$ cat config.mk
export PLATFORM = sky130hd
export DESIGN_NAME = cimb_mask_bank
export DESIGN_NICKNAME = d
export VERILOG_FILES = /design/src/design/cimb_pkg.sv /design/src/design/cimb_mask_bank.sv /design/src/design/cimb_sync.sv
export VERILOG_INCLUDE_DIRS = /design/src /design/src/design
export SDC_FILE = /design/constraint.sdc
export NUM_CORES = 1
export LEC_CHECK = 0
export BUFFER_PORTS_ARGS = -buffer_cell sky130_fd_sc_hd__clkbuf_2
export CORE_UTILIZATION = 30
export CTS_BUF_LIST = sky130_fd_sc_hd__clkbuf_8
export DETAILED_ROUTE_END_ITERATION = 10
export HOLD_SLACK_MARGIN = 0.08
export PLACE_DENSITY = 0.47
export SKIP_LAST_GASP = 1
export SYNTH_ARGS = -nofsm -noshare
export SYNTH_HDL_FRONTEND = slang
export SYNTH_SLANG_ARGS = --single-unit
$ cat constraint.sdc
create_clock -name clk_i -period 1.8 [get_ports clk_i]
set_clock_uncertainty 0.2 [all_clocks]
set_input_delay 0.09 -clock clk_i [delete_from_list [all_inputs] [get_ports clk_i]]
set_output_delay 0.09 -clock clk_i [all_outputs]
set_load 0.02 [all_outputs]
$ cat src/design/cimb_consts.svh
`ifndef CIMB_CONSTS_SVH
`define CIMB_CONSTS_SVH

// Register offsets on the serial bus
`define CIMB_CHARGER_EVENT_MASK_C_OFS 8'h2A
`define CIMB_TEMPERATURE_ZONE_MASK_OFS 8'h2B
`define CIMB_PROTECTION_FAULT_MASK_A_OFS 8'h2C

// Reset values
`define CIMB_CHARGER_EVENT_MASK_C_RST 8'h00
`define CIMB_TEMPERATURE_ZONE_MASK_RST 8'h00
`define CIMB_PROTECTION_FAULT_MASK_A_RST 8'h00

// Writable bits; the rest read as zero
`define CIMB_CHARGER_EVENT_MASK_C_WMASK 8'h7F
`define CIMB_TEMPERATURE_ZONE_MASK_WMASK 8'h0F
`define CIMB_PROTECTION_FAULT_MASK_A_WMASK 8'hFF

// Charger event mask fields
`define CIMB_DATALINE_DETECT_DONE_IRQ_BLOCK_BIT 6
`define CIMB_ADC_DONE_IRQ_BLOCK_BIT 5
`define CIMB_MIN_SYSTEM_REG_IRQ_BLOCK_BIT 4
`define CIMB_FAST_TIMER_IRQ_BLOCK_BIT 3
`define CIMB_TRICKLE_TIMER_IRQ_BLOCK_BIT 2
`define CIMB_PRECHARGE_TIMER_IRQ_BLOCK_BIT 1
`define CIMB_TOPOFF_TIMER_IRQ_BLOCK_BIT 0
`define CIMB_CHARGER_EVENT_COUNT 7

// Temperature zone mask fields
`define CIMB_THERMISTOR_COLD_IRQ_BLOCK_BIT 3
`define CIMB_THERMISTOR_COOL_IRQ_BLOCK_BIT 2
`define CIMB_THERMISTOR_WARM_IRQ_BLOCK_BIT 1
`define CIMB_THERMISTOR_HOT_IRQ_BLOCK_BIT 0
`define CIMB_TEMP_EVENT_COUNT 4

// Protection fault mask fields
`define CIMB_BATTERY_CURRENT_REG_IRQ_BLOCK_BIT 7
`define CIMB_INPUT_BUS_OVERVOLT_IRQ_BLOCK_BIT 6
`define CIMB_BATTERY_OVERVOLT_IRQ_BLOCK_BIT 5
`define CIMB_INPUT_OVERCURRENT_IRQ_BLOCK_BIT 4
`define CIMB_BATTERY_OVERCURRENT_IRQ_BLOCK_BIT 3
`define CIMB_CONVERTER_OVERCURRENT_IRQ_BLOCK_BIT 2
`define CIMB_SECOND_SOURCE_OVERVOLT_IRQ_BLOCK_BIT 1
`define CIMB_FIRST_SOURCE_OVERVOLT_IRQ_BLOCK_BIT 0
`define CIMB_FAULT_EVENT_COUNT 8

// Serial framing
`define CIMB_BITS_PER_BYTE 4'h8
`define CIMB_BIT_CNT_ZERO 4'h0
`define CIMB_BIT_CNT_STEP 4'h1
`define CIMB_PTR_STEP 8'h01
`define CIMB_BUS_IDLE_LEVEL 2'h3

`endif

$ cat src/design/cimb_pkg.sv
package cimb_pkg;

	typedef enum logic [3:0] {
		CIMB_IDLE = 4'b0000,
		CIMB_ADDR = 4'b0001,
		CIMB_ACK_ADDR = 4'b0010,
		CIMB_PTR = 4'b0011,
		CIMB_ACK_PTR = 4'b0100,
		CIMB_WR = 4'b0101,
		CIMB_ACK_WR = 4'b0110,
		CIMB_RD = 4'b0111,
		CIMB_ACK_RD = 4'b1000
	} cimb_state_t;

endpackage

$ cat src/design/cimb_mask_bank.sv
`timescale 1ns/1ps
`include "cimb_consts.svh"

//Operation
//Charger mask bit 6 blocks the data-line detection done interrupt pulse.
//Bit 5 blocks ADC done pulse; the event counts only in one-shot mode.
//Bit 4 blocks pulses for entering and leaving minimum system regulation.
//Bit 3 blocks the fast charge timer expiry interrupt.
//Bit 2 blocks the trickle charge timer expiry interrupt.
//Bit 1 blocks the pre-charge timer expiry interrupt.
//Bit 0 blocks the top-off timer expiry interrupt.
//Temperature mask bit 3 blocks cold threshold crossing interrupts.
//Bit 2 blocks cool threshold crossing interrupts.
//Bit 1 blocks warm threshold crossing interrupts.
//Bit 0 blocks hot threshold crossing interrupts.
//Temperature masks clear on register reset and watchdog; others on register reset only.
//Fault mask bit 7 blocks battery current regulation entry and exit interrupts.
//Bit 6 blocks input bus overvoltage entry interrupts.
//Bit 5 blocks battery overvoltage entry interrupts.
//Bit 4 blocks input overcurrent fault interrupts.
//Bit 3 blocks battery overcurrent fault interrupts.
//Bit 2 blocks converter overcurrent fault interrupts.
//Bit 1 blocks second source overvoltage entry interrupts.
//Bit 0 blocks first source overvoltage entry interrupts.
//Masks gate only the interrupt; flag updates see every event.
module cimb_mask_bank #(
	// Arbitrary bus address, not taken from any part
	parameter logic [6:0] DEV_ADDR = 7'h3C
) (
	input wire logic clk_i,
	input wire logic rst_n_i,
	input wire logic scl_i,
	input wire logic sda_i,
	output logic sda_o,
	output logic sda_oe_n_o,
	input wire logic reg_reset_i,
	input wire logic watchdog_expire_i,
	input wire logic adc_one_shot_i,
	input wire logic [`CIMB_CHARGER_EVENT_COUNT-1:0] ev_charger_i,
	input wire logic [`CIMB_TEMP_EVENT_COUNT-1:0] ev_temp_i,
	input wire logic [`CIMB_FAULT_EVENT_COUNT-1:0] ev_fault_i,
	output logic int_pulse_o,
	output logic [`CIMB_CHARGER_EVENT_COUNT-1:0] flag_charger_o,
	output logic [`CIMB_TEMP_EVENT_COUNT-1:0] flag_temp_o,
	output logic [`CIMB_FAULT_EVENT_COUNT-1:0] flag_fault_o,
	output logic [7:0] charger_event_mask_o,
	output logic [7:0] temperature_zone_mask_o,
	output logic [7:0] protection_fault_mask_o
);
	import cimb_pkg::*;

	logic [1:0] pins_q;
	logic scl_q;
	logic sda_q;
	logic scl_d_r;
	logic sda_d_r;
	logic scl_rise;
	logic scl_fall;
	logic start_det;
	logic stop_det;

	cimb_state_t state_r;
	cimb_state_t state_nxt;
	logic [3:0] bit_cnt_r;
	logic [3:0] bit_cnt_nxt;
	logic [7:0] shift_r;
	logic [7:0] shift_nxt;
	logic [7:0] ptr_r;
	logic [7:0] ptr_nxt;
	logic rw_r;
	logic rw_nxt;
	logic nack_r;
	logic nack_nxt;
	logic drive_low_r;
	logic drive_low_nxt;
	logic wr_en;
	logic byte_done;
	logic addr_match;

	logic [7:0] charger_event_mask_c_r;
	logic [7:0] temperature_zone_mask_r;
	logic [7:0] protection_fault_mask_a_r;
	logic sel_chg;
	logic sel_temp;
	logic sel_fault;
	logic [7:0] rd_data;
	logic [7:0] ptr_inc;

	logic [`CIMB_CHARGER_EVENT_COUNT-1:0] adc_sel;
	logic [`CIMB_CHARGER_EVENT_COUNT-1:0] chg_qualified;
	logic [`CIMB_CHARGER_EVENT_COUNT-1:0] chg_unmasked;
	logic [`CIMB_TEMP_EVENT_COUNT-1:0] temp_unmasked;
	logic [`CIMB_FAULT_EVENT_COUNT-1:0] fault_unmasked;
	logic any_unmasked;
	logic [`CIMB_CHARGER_EVENT_COUNT-1:0] chg_block;
	logic [`CIMB_TEMP_EVENT_COUNT-1:0] temp_block;
	logic [`CIMB_FAULT_EVENT_COUNT-1:0] fault_block;
	logic int_pulse_r;
	logic [`CIMB_CHARGER_EVENT_COUNT-1:0] flag_charger_r;
	logic [`CIMB_TEMP_EVENT_COUNT-1:0] flag_temp_r;
	logic [`CIMB_FAULT_EVENT_COUNT-1:0] flag_fault_r;

	// Pins are asynchronous to clk_i
	cimb_sync #(
		.WIDTH(2),
		.RESET_VAL(`CIMB_BUS_IDLE_LEVEL)
	) u_sync (
		.clk_i(clk_i),
		.rst_n_i(rst_n_i),
		.d_i({scl_i, sda_i}),
		.q_o(pins_q)
	);

	assign scl_q = pins_q[1];
	assign sda_q = pins_q[0];
	assign scl_rise = scl_q & ~scl_d_r;
	assign scl_fall = ~scl_q & scl_d_r;
	assign start_det = scl_q & scl_d_r & sda_d_r & ~sda_q;
	assign stop_det = scl_q & scl_d_r & ~sda_d_r & sda_q;
	assign byte_done = scl_fall & (bit_cnt_r == `CIMB_BITS_PER_BYTE);
	assign addr_match = (shift_r[7:1] == DEV_ADDR);
	assign ptr_inc = ptr_r + `CIMB_PTR_STEP;

	always_ff @(posedge clk_i) begin
		if (!rst_n_i) begin
			scl_d_r <= 1'b1;
			sda_d_r <= 1'b1;
		end else begin
			scl_d_r <= scl_q;
			sda_d_r <= sda_q;
		end
	end

	// Register decode and read mux
	assign sel_chg = (ptr_r == `CIMB_CHARGER_EVENT_MASK_C_OFS);
	assign sel_temp = (ptr_r == `CIMB_TEMPERATURE_ZONE_MASK_OFS);
	assign sel_fault = (ptr_r == `CIMB_PROTECTION_FAULT_MASK_A_OFS);
	// Unmapped offsets read zero and swallow writes, still acknowledged
	assign rd_data = sel_chg ? charger_event_mask_c_r :
		sel_temp ? temperature_zone_mask_r :
		sel_fault ? protection_fault_mask_a_r : 8'h00;

	// Serial slave; no clock stretching, so reads answer from the mux at once
	always_comb begin
		state_nxt = state_r;
		bit_cnt_nxt = bit_cnt_r;
		shift_nxt = shift_r;
		ptr_nxt = ptr_r;
		rw_nxt = rw_r;
		nack_nxt = nack_r;
		drive_low_nxt = drive_low_r;
		wr_en = 1'b0;
		if (stop_det) begin
			state_nxt = CIMB_IDLE;
			drive_low_nxt = 1'b0;
		end else if (start_det) begin
			state_nxt = CIMB_ADDR;
			bit_cnt_nxt = `CIMB_BIT_CNT_ZERO;
			drive_low_nxt = 1'b0;
		end else begin
			unique case (state_r)
				CIMB_IDLE: begin
				end
				CIMB_ADDR, CIMB_PTR, CIMB_WR: begin
					if (scl_rise) begin
						shift_nxt = {shift_r[6:0], sda_q};
						bit_cnt_nxt = bit_cnt_r + `CIMB_BIT_CNT_STEP;
					end else if (byte_done) begin
						bit_cnt_nxt = `CIMB_BIT_CNT_ZERO;
						if (state_r == CIMB_ADDR) begin
							// Foreign address: stay off the bus until next start
							if (addr_match) begin
								rw_nxt = shift_r[0];
								drive_low_nxt = 1'b1;
								state_nxt = CIMB_ACK_ADDR;
							end else begin
								state_nxt = CIMB_IDLE;
							end
						end else if (state_r == CIMB_PTR) begin
							ptr_nxt = shift_r;
							drive_low_nxt = 1'b1;
							state_nxt = CIMB_ACK_PTR;
						end else begin
							wr_en = 1'b1;
							ptr_nxt = ptr_inc;
							drive_low_nxt = 1'b1;
							state_nxt = CIMB_ACK_WR;
						end
					end
				end
				CIMB_ACK_ADDR: begin
					if (scl_fall) begin
						if (rw_r) begin
							shift_nxt = rd_data;
							drive_low_nxt = ~rd_data[7];
							ptr_nxt = ptr_inc;
							state_nxt = CIMB_RD;
						end else begin
							drive_low_nxt = 1'b0;
							state_nxt = CIMB_PTR;
						end
					end
				end
				CIMB_ACK_PTR, CIMB_ACK_WR: begin
					if (scl_fall) begin
						drive_low_nxt = 1'b0;
						state_nxt = CIMB_WR;
					end
				end
				CIMB_RD: begin
					if (scl_rise) begin
						bit_cnt_nxt = bit_cnt_r + `CIMB_BIT_CNT_STEP;
					end else if (byte_done) begin
						bit_cnt_nxt = `CIMB_BIT_CNT_ZERO;
						drive_low_nxt = 1'b0;
						state_nxt = CIMB_ACK_RD;
					end else if (scl_fall) begin
						shift_nxt = {shift_r[6:0], 1'b0};
						drive_low_nxt = ~shift_r[6];
					end
				end
				CIMB_ACK_RD: begin
					if (scl_rise) begin
						nack_nxt = sda_q;
					end else if (scl_fall) begin
						if (nack_r) begin
							state_nxt = CIMB_IDLE;
						end else begin
							shift_nxt = rd_data;
							drive_low_nxt = ~rd_data[7];
							ptr_nxt = ptr_inc;
							state_nxt = CIMB_RD;
						end
					end
				end
			endcase
		end
	end

	always_ff @(posedge clk_i) begin
		if (!rst_n_i) begin
			state_r <= CIMB_IDLE;
			bit_cnt_r <= `CIMB_BIT_CNT_ZERO;
			shift_r <= 8'h00;
			ptr_r <= 8'h00;
			rw_r <= 1'b0;
			nack_r <= 1'b0;
			drive_low_r <= 1'b0;
		end else begin
			state_r <= state_nxt;
			bit_cnt_r <= bit_cnt_nxt;
			shift_r <= shift_nxt;
			ptr_r <= ptr_nxt;
			rw_r <= rw_nxt;
			nack_r <= nack_nxt;
			drive_low_r <= drive_low_nxt;
		end
	end

	// Open drain: only ever pulls low
	assign sda_o = 1'b0;
	assign sda_oe_n_o = ~drive_low_r;

	// Mask registers; a reset in the same cycle beats a write
	always_ff @(posedge clk_i) begin
		if (!rst_n_i || reg_reset_i) begin
			charger_event_mask_c_r <= `CIMB_CHARGER_EVENT_MASK_C_RST;
		end else if (wr_en && sel_chg) begin
			charger_event_mask_c_r <= shift_r & `CIMB_CHARGER_EVENT_MASK_C_WMASK;
		end
	end

	always_ff @(posedge clk_i) begin
		if (!rst_n_i || reg_reset_i || watchdog_expire_i) begin
			temperature_zone_mask_r <= `CIMB_TEMPERATURE_ZONE_MASK_RST;
		end else if (wr_en && sel_temp) begin
			temperature_zone_mask_r <= shift_r & `CIMB_TEMPERATURE_ZONE_MASK_WMASK;
		end
	end

	always_ff @(posedge clk_i) begin
		if (!rst_n_i || reg_reset_i) begin
			protection_fault_mask_a_r <= `CIMB_PROTECTION_FAULT_MASK_A_RST;
		end else if (wr_en && sel_fault) begin
			protection_fault_mask_a_r <= shift_r & `CIMB_PROTECTION_FAULT_MASK_A_WMASK;
		end
	end

	// Fields gathered by name, so a moved bit shows up in one place
	assign chg_block = {
		charger_event_mask_c_r[`CIMB_DATALINE_DETECT_DONE_IRQ_BLOCK_BIT],
		charger_event_mask_c_r[`CIMB_ADC_DONE_IRQ_BLOCK_BIT],
		charger_event_mask_c_r[`CIMB_MIN_SYSTEM_REG_IRQ_BLOCK_BIT],
		charger_event_mask_c_r[`CIMB_FAST_TIMER_IRQ_BLOCK_BIT],
		charger_event_mask_c_r[`CIMB_TRICKLE_TIMER_IRQ_BLOCK_BIT],
		charger_event_mask_c_r[`CIMB_PRECHARGE_TIMER_IRQ_BLOCK_BIT],
		charger_event_mask_c_r[`CIMB_TOPOFF_TIMER_IRQ_BLOCK_BIT]
	};
	assign temp_block = {
		temperature_zone_mask_r[`CIMB_THERMISTOR_COLD_IRQ_BLOCK_BIT],
		temperature_zone_mask_r[`CIMB_THERMISTOR_COOL_IRQ_BLOCK_BIT],
		temperature_zone_mask_r[`CIMB_THERMISTOR_WARM_IRQ_BLOCK_BIT],
		temperature_zone_mask_r[`CIMB_THERMISTOR_HOT_IRQ_BLOCK_BIT]
	};
	assign fault_block = {
		protection_fault_mask_a_r[`CIMB_BATTERY_CURRENT_REG_IRQ_BLOCK_BIT],
		protection_fault_mask_a_r[`CIMB_INPUT_BUS_OVERVOLT_IRQ_BLOCK_BIT],
		protection_fault_mask_a_r[`CIMB_BATTERY_OVERVOLT_IRQ_BLOCK_BIT],
		protection_fault_mask_a_r[`CIMB_INPUT_OVERCURRENT_IRQ_BLOCK_BIT],
		protection_fault_mask_a_r[`CIMB_BATTERY_OVERCURRENT_IRQ_BLOCK_BIT],
		protection_fault_mask_a_r[`CIMB_CONVERTER_OVERCURRENT_IRQ_BLOCK_BIT],
		protection_fault_mask_a_r[`CIMB_SECOND_SOURCE_OVERVOLT_IRQ_BLOCK_BIT],
		protection_fault_mask_a_r[`CIMB_FIRST_SOURCE_OVERVOLT_IRQ_BLOCK_BIT]
	};

	// ADC done only counts while the converter runs one-shot
	assign adc_sel = `CIMB_CHARGER_EVENT_COUNT'(1) << `CIMB_ADC_DONE_IRQ_BLOCK_BIT;
	assign chg_qualified = ev_charger_i & ~(adc_sel & ~{`CIMB_CHARGER_EVENT_COUNT{adc_one_shot_i}});
	// Event inputs are single-cycle; two-way events arrive as one pulse per edge
	assign chg_unmasked = chg_qualified &
		~chg_block;
	assign temp_unmasked = ev_temp_i &
		~temp_block;
	assign fault_unmasked = ev_fault_i &
		~fault_block;
	assign any_unmasked = |{chg_unmasked, temp_unmasked, fault_unmasked};

	always_ff @(posedge clk_i) begin
		if (!rst_n_i) begin
			int_pulse_r <= 1'b0;
			flag_charger_r <= '0;
			flag_temp_r <= '0;
			flag_fault_r <= '0;
		end else begin
			int_pulse_r <= any_unmasked;
			// Flag side sees raw events regardless of masks
			flag_charger_r <= ev_charger_i;
			flag_temp_r <= ev_temp_i;
			flag_fault_r <= ev_fault_i;
		end
	end

	assign int_pulse_o = int_pulse_r;
	assign flag_charger_o = flag_charger_r;
	assign flag_temp_o = flag_temp_r;
	assign flag_fault_o = flag_fault_r;
	assign charger_event_mask_o = charger_event_mask_c_r;
	assign temperature_zone_mask_o = temperature_zone_mask_r;
	assign protection_fault_mask_o = protection_fault_mask_a_r;

endmodule // cimb_mask_bank

$ cat src/design/cimb_sync.sv
`timescale 1ns/1ps

module cimb_sync #(
	parameter int WIDTH = 2,
	parameter logic [WIDTH-1:0] RESET_VAL = '1
) (
	input wire logic clk_i,
	input wire logic rst_n_i,
	input wire logic [WIDTH-1:0] d_i,
	output logic [WIDTH-1:0] q_o
);
	import cimb_pkg::*;

	genvar gi;
	generate
		for (gi = 0; gi < WIDTH; gi++) begin : g_bit
			logic ff1_r;
			logic ff2_r;
			logic ff3_r;
			logic q_r;
			// Level only moves once the second and third stages agree
			always_ff @(posedge clk_i) begin
				if (!rst_n_i) begin
					ff1_r <= RESET_VAL[gi];
					ff2_r <= RESET_VAL[gi];
					ff3_r <= RESET_VAL[gi];
					q_r <= RESET_VAL[gi];
				end else begin
					ff1_r <= d_i[gi];
					ff2_r <= ff1_r;
					ff3_r <= ff2_r;
					if (ff2_r == ff3_r) begin
						q_r <= ff3_r;
					end
				end
			end
			assign q_o[gi] = q_r;
		end
	endgenerate

endmodule // cimb_sync

# Word level (Yosys, flattened, before mapping)
# Index checks and enable logic that the tools add are counted.
# W data, S select, Z words.
# word_totals
n_memories,0
mem_bits_rw,0
register_bits,76
latchBits,0
word_cells,183
mem_bits_ro,0
out_inout_bits,46
# classes
n_bitwise,28
n_eq_ne,39
n_shift,0
addsub,2
order_cmp,0
n_div,0
mux,63
mul,0
reduce_logical,26
# op_table
cell,n
$mux W8,21
$mux W4,13
$pmux W8 S4,1
$ne A3 B3 Y1 const B,10
$ne A2 B2 Y1 const B,14
$eq A8 B6 Y1 const B,3
$pmux W8 S3,1
$reduce_and A11 Y1,2
$mux W1,21
$pmux W4 S5,1
$reduce_or A19 Y1,1
$reduce_and A9 Y1,2
$eq A4 B3 Y1 const B,4
$and A7 B7 Y7,2
$reduce_and A12 Y1,1
$not A1 Y1,11
$add A8 B1 Y8 const B,1
$and A1 B1 Y1,8
$and A8 B8 Y8,1
$eq A4 B2 Y1 const B,2
$eq A4 B4 Y1 const B,2
$not A8 Y8,1
$eq A7 B6 Y1 const B,1
$not A6 Y7,1
24 further kinds,33

# Logic depth before layout (Yosys ltp)
# logic_depth
depth_word,9
mapped_depth,9
depth_no_buf,8

# Hierarchy
# From an unflattened synthesis, not the netlist that was laid out.
# unflattened
cells_unflattened,471
hier_area_um2,3961.3
# modules_own_cells
module,cells_per_inst,instances,seq_area_each_um2,area_each_um2
cimb_mask_bank,449,1,1361.3,3721.1
cimb_sync,22,1,160.2,240.2

# Worst setup path after synthesis
# OpenSTA, ideal clock, no wires.
# synth_path
kind,register to register
start,register state_r[0]
end,register state_r[1]
setup_ps,65
arrival_ps,1680
path_stages_with_launch,8
path_buffers,1
slack_ps,-145
synth_period_minus_slack_ps,1945
path_cell_list,dfxtp_1 -> buf_6 -> nor4b_4 -> nand3_1 -> o21ai_0 -> a21boi_2 -> mux2_2 -> nor2_1
# synth_between
elab_chain_len,6
word_cells_on_any_way,25
classes_between,16 x eq/ne; 5 x mux; 4 x reduce/logical
# synth_rtl
element,line_no,source
"start, declared",cimb_mask_bank.sv:62,cimb_state_t state_r;
"start signal, assigned",cimb_mask_bank.sv:250,state_r <= state_nxt;
$eq A4 B2 Y1,"cimb_mask_bank.sv:161, cimb_mask_bank.sv:179",
$mux W2,cimb_mask_bank.sv:179,end else if (state_r == CIMB_PTR) begin
$mux W4,cimb_mask_bank.sv:170,if (state_r == CIMB_ADDR) begin
$mux W4,cimb_mask_bank.sv:168,end else if (byte_done) begin
$mux W4,cimb_mask_bank.sv:165,if (scl_rise) begin
$pmux W4 S5,cimb_mask_bank.sv:161,unique case (state_r)
# Several ways; a longest one is shown, not always the timed one. The select of a mux whose other input is x is not followed.
# A chain may end at the register's enable or synchronous reset.

# Final worst setup path
# layout_path
start,register state_r[3]
end,register shift_r[4]
# layout_between
elab_chain_len,4
word_cells_on_any_way,19
classes_between,15 x eq/ne; 1 x mux; 3 x reduce/logical
# layout_rtl
element,line_no,source
$eq A4 B1 Y1 (tied with other cells),cimb_mask_bank.sv:161,
$reduce_or A3 Y1,cimb_mask_bank.sv:161,
$reduce_bool A4 Y1 (no source line) or $ne A2 B2 Y1 (tied branches),-,
$reduce_and A12 Y1 (no source line),-,
"end signal, assigned",cimb_mask_bank.sv:252,shift_r <= shift_nxt;
"end, declared",cimb_mask_bank.sv:66,logic [7:0] shift_r;
# Several ways; a longest one is shown, not always the timed one.

==> results.py <==
metrics = {
    "hold_path": {
        "hold_end": "u_sync.g_bit[0].ff2_r",
        "hold_class": "reg -> reg",
        "hp-start": "u_sync.g_bit[0].ff1_r",
        "hold_depth": 1,
    },
    "power_and_ir_drop": {
        "internal-power_mw": 2.479,
        "finalPower_mw": 3.316,
        "p_leak_nw": 2.398,
        "p_sw_frac": 0.2525,
        "power_density_mw_per_mm2": 570.2,
        "seqPwrFrac": 0.520,
        "switchingPower_mw": 0.8373,
        "irDropWorstVdd_v": 0.0002868,
        "power_frac_clock": 0.391,
        "comb_power_share": 0.088,
    },
    "timing": {
        "setup_violations": 40,
        "timing.fmax_ghz": 0.4880,
        "fin_crit_sh": 1.138,
        "finalHoldViolCount": 0,
        "hold_ws_ns": 0.2112,
        "rsz0062_at_grt": "true",
        "fin_crit_ns": 2.049,
        "worst_slack_ns": -0.2493,
        "relSlewSlack": 0.4983,
        "fin_setup_tns_ns": -6.626,
        "finalMaxSlewViolations": 0,
        "tightest_slew_ns": 0.7525,
    },
    "run_status": {
        "outcome": "complete, but fails checks",
        "violations": "setup timing",
    },
    "yosys": {
        "synthMuxAreaShare": 0.07607,
        "synth_top_family_by_area": "simple AND/OR/NAND/NOR gates",
        "synth_seq_area_share": 0.3953,
        "synth_top_area_cell": "dfxtp_1",
        "yosysWarnings": 0,
        "post-synth-top-count-cell": "dfxtp_1",
        "synth.distinct_cells": 63,
        "synth-edff-count": 0,
        "synthArstFlopShare": 0,
        "synth_top_cell_area_share": 0.3953,
        "avgSynthCellArea_sq_um": 8.313,
        "yosys.area_share.simple": 0.2601,
        "synth_flop_cell": "dfxtp_1",
        "synthAdderAreaFrac": 0.01625,
        "yosys-top-cells-area": "dfxtp_1, nor2_1, mux2i_1",
        "synth.ff_latch_count": 76,
        "synthesis.instances": 463,
        "synth_xor_area_frac": 0.002276,
        "synth_area_sq_mm": 0.003849,
        "yosys-top-cells-count": "dfxtp_1, nor2_1, nand2_1, a21oi_1, mux2i_1",
        "synth_compound_area_frac": 0.1707,
    },
    "global_route": {
        "antenna_found_initial": 0,
        "grt_first_pass_wirelength_um": 19740,
        "grt_max_degree": 37,
        "first_global_vias": 3873,
        "grt_use_total": 0.1963,
        "grt.overflow.total": 0,
    },
    "final_layout": {
        "final_cells": 827,
        "drive_gt1_frac": 0.3710,
        "fin_area_sq_mm": 0.005816,
        "fin_nets": 682,
        "antenna_cells": 0,
        "syn2layout_area_growth_pct": 51.11,
        "utilization": 0.4627,
    },
    "routing": {
        "drt-total-wl_um": 12230,
        "drt_iter0_markers": 104,
        "vias": 3877,
        "drc": 0,
        "avgRoutedWirePerCell_um": 14.79,
        "drtAntennaViolNets": 0,
        "drt_pass1_iterations": 4,
        "viasPerCell": 4.688,
    },
    "place": {
        "port_buffers": 65,
        "gp_congestion": 0.9183,
        "place_hpwl_um": 8821,
        "dpl-instance-area_sq_mm": 0.004976,
        "placed_cells": 769,
        "dpl_worst_slack_ns": -0.3082,
    },
    "clocking": {
        "clock_insertion_delay_worst_skew_ns": 0.37,
        "clk_pin_slew_worst_paths_ns": 0.08,
        "clockRootBuffer": "clkbuf_8",
        "cts.sinks": 76,
        "htree_levels": 3,
        "numCtsBuffers": 9,
        "cts_tree": "built",
        "clockBufferDepth": 2,
    },
    "job": {
        "maxCapViolCount": 0,
    },
    "critical_path": {
        "rr_startpoint": "state_r[3]",
        "arrival_ns": 2.12,
        "start_kind": "flip-flop",
        "cp.required_ns": 1.87,
        "ff2ff_path_depth": 9,
        "setup.worst_path.class": "reg -> reg",
        "worstReg2RegEnd": "shift_r[4]",
        "reg2reg_slack_ns": -0.25,
        "end_kind": "flip-flop",
        "critical_path.max_fanout": 14,
        "crit_path_start": "state_r[3]",
    },
    "floorplanning": {
        "die_w_um": 115.3,
        "initial_core_util": 0.3062,
        "io_pins": 72,
        "core_area_sq_mm": 0.01257,
        "dieHeight_um": 115.3,
        "rows": 41,
        "die_area_sq_mm": 0.01329,
    },
}
## area by class of cell
cell class / instances / area [sq um]
fill: 1268 / 6753
multi-input combinational: 334 / 2236
sequential: 76 / 1541
timing repair buffer: 203 / 1533
tap: 172 / 215.2
clock buffer: 9 / 123.9
inverter: 27 / 101.3
clock inverter: 6 / 65.06
## flip-flops by register name (all words and copies together), names as in the netlist, 2 cells and up
register	flops
bit_cnt_r	4
u_sync.g_bit.ff3_r	2
shift_r	8
state_r	4
charger_event_mask_o	7
ptr_r	8
u_sync.g_bit.q_r	2
temperature_zone_mask_o	4
flag_temp_o	4
u_sync.g_bit.ff2_r	2
flag_fault_o	8
protection_fault_mask_o	8
flag_charger_o	7
u_sync.g_bit.ff1_r	2
## layer usage
metal | GRT usage | up-vias | share of wire
li1 | - | 1976 | -
met1 | 0.2217 | 1769 | 0.43
met2 | 0.3550 | 112 | 0.50
met3 | 0.03848 | 20 | 0.041
met4 | 0.09091 | 0 | 0.021
met5 | 0 | - | 0
## power by group through the flow
stage / clock network, mW / logic (mW) / registers, mW
finish: 1.30 / 0.293 / 1.73
global route: 1.42 / 0.322 / 1.73
CTS: 1.35 / 0.292 / 1.73
detailed placement: 0 / 0.235 / 1.77
global placement: 0 / 0.233 / 1.77
floorplan: 0 / 0.116 / 1.80
## worst max path at each step
stage                                       to
finish                              shift_r[4]
global route                        shift_r[2]
CTS                                 shift_r[4]
detailed placement     charger_event_mask_o[1]
global placement    protection_fault_mask_o[0]
floorplan                           shift_r[5]
## timing repair
| item | CTS | global route |
|---|---|---|
| setup endpoints to repair | 45 | 44 |
| hold endpoints to repair | 34 | 0 |
| buffers inserted | 9 | 4 |
| cloned | 1 | 0 |
| pin swaps | 17 | 12 |
| hold buffers | 31 | 0 |
| resized for setup | 43 | 22 |
## logic make-up (layout without fill, tap and decap cells)
group / after synthesis / after routing
AOI/OAI and AO/OA: 98 / 98
and+or+nand+nor: 194 / 195
xor gates and xnor gates: 1 / 1
DFF: 76 / 76
buffers and inverters: 59 / 245
muxes: 29 / 29
adders and majority gates: 5 / 5
other: 1 / 6
## worst max-delay path, stage by stage (launching register included)
cell and delay [ns]:
dfxtp_4 0.37, buf_4 0.14, nor4b_4 0.13, buf_4 0.14, a32oi_2 0.20, o311ai_2 0.17
nor3_4 0.18, buf_12 0.17, nor2_2 0.04, a211oi_2 0.23
## cell usage in the layout, fill, tap and decap left out, types with 5 or more instances in the layout
cell type      Yosys  routed
a211oi_2           3       5
a31oi_1            7       6
clkbuf_8           0       9
and2_1             8       8
mux2i_1           27      26
o22ai_1            9       9
nand4_1            6       6
a21oi_1           29      28
conb_1             1       6
nand2_1           36      34
nand3_1           19      19
a211oi_1           7       5
nand2b_1          15      13
dlygate4sd3_1      0      31
nor2_1            73      72
inv_1             26      26
o21ai_0           17      10
buf_6              5      15
ha_1               5       5
dfxtp_4            0       5
buf_4             10      89
clkbuf_2           0      65
dfxtp_1           76      70
nor3_1             8       7
No activity file was read; power rests on OpenSTA's default activity.
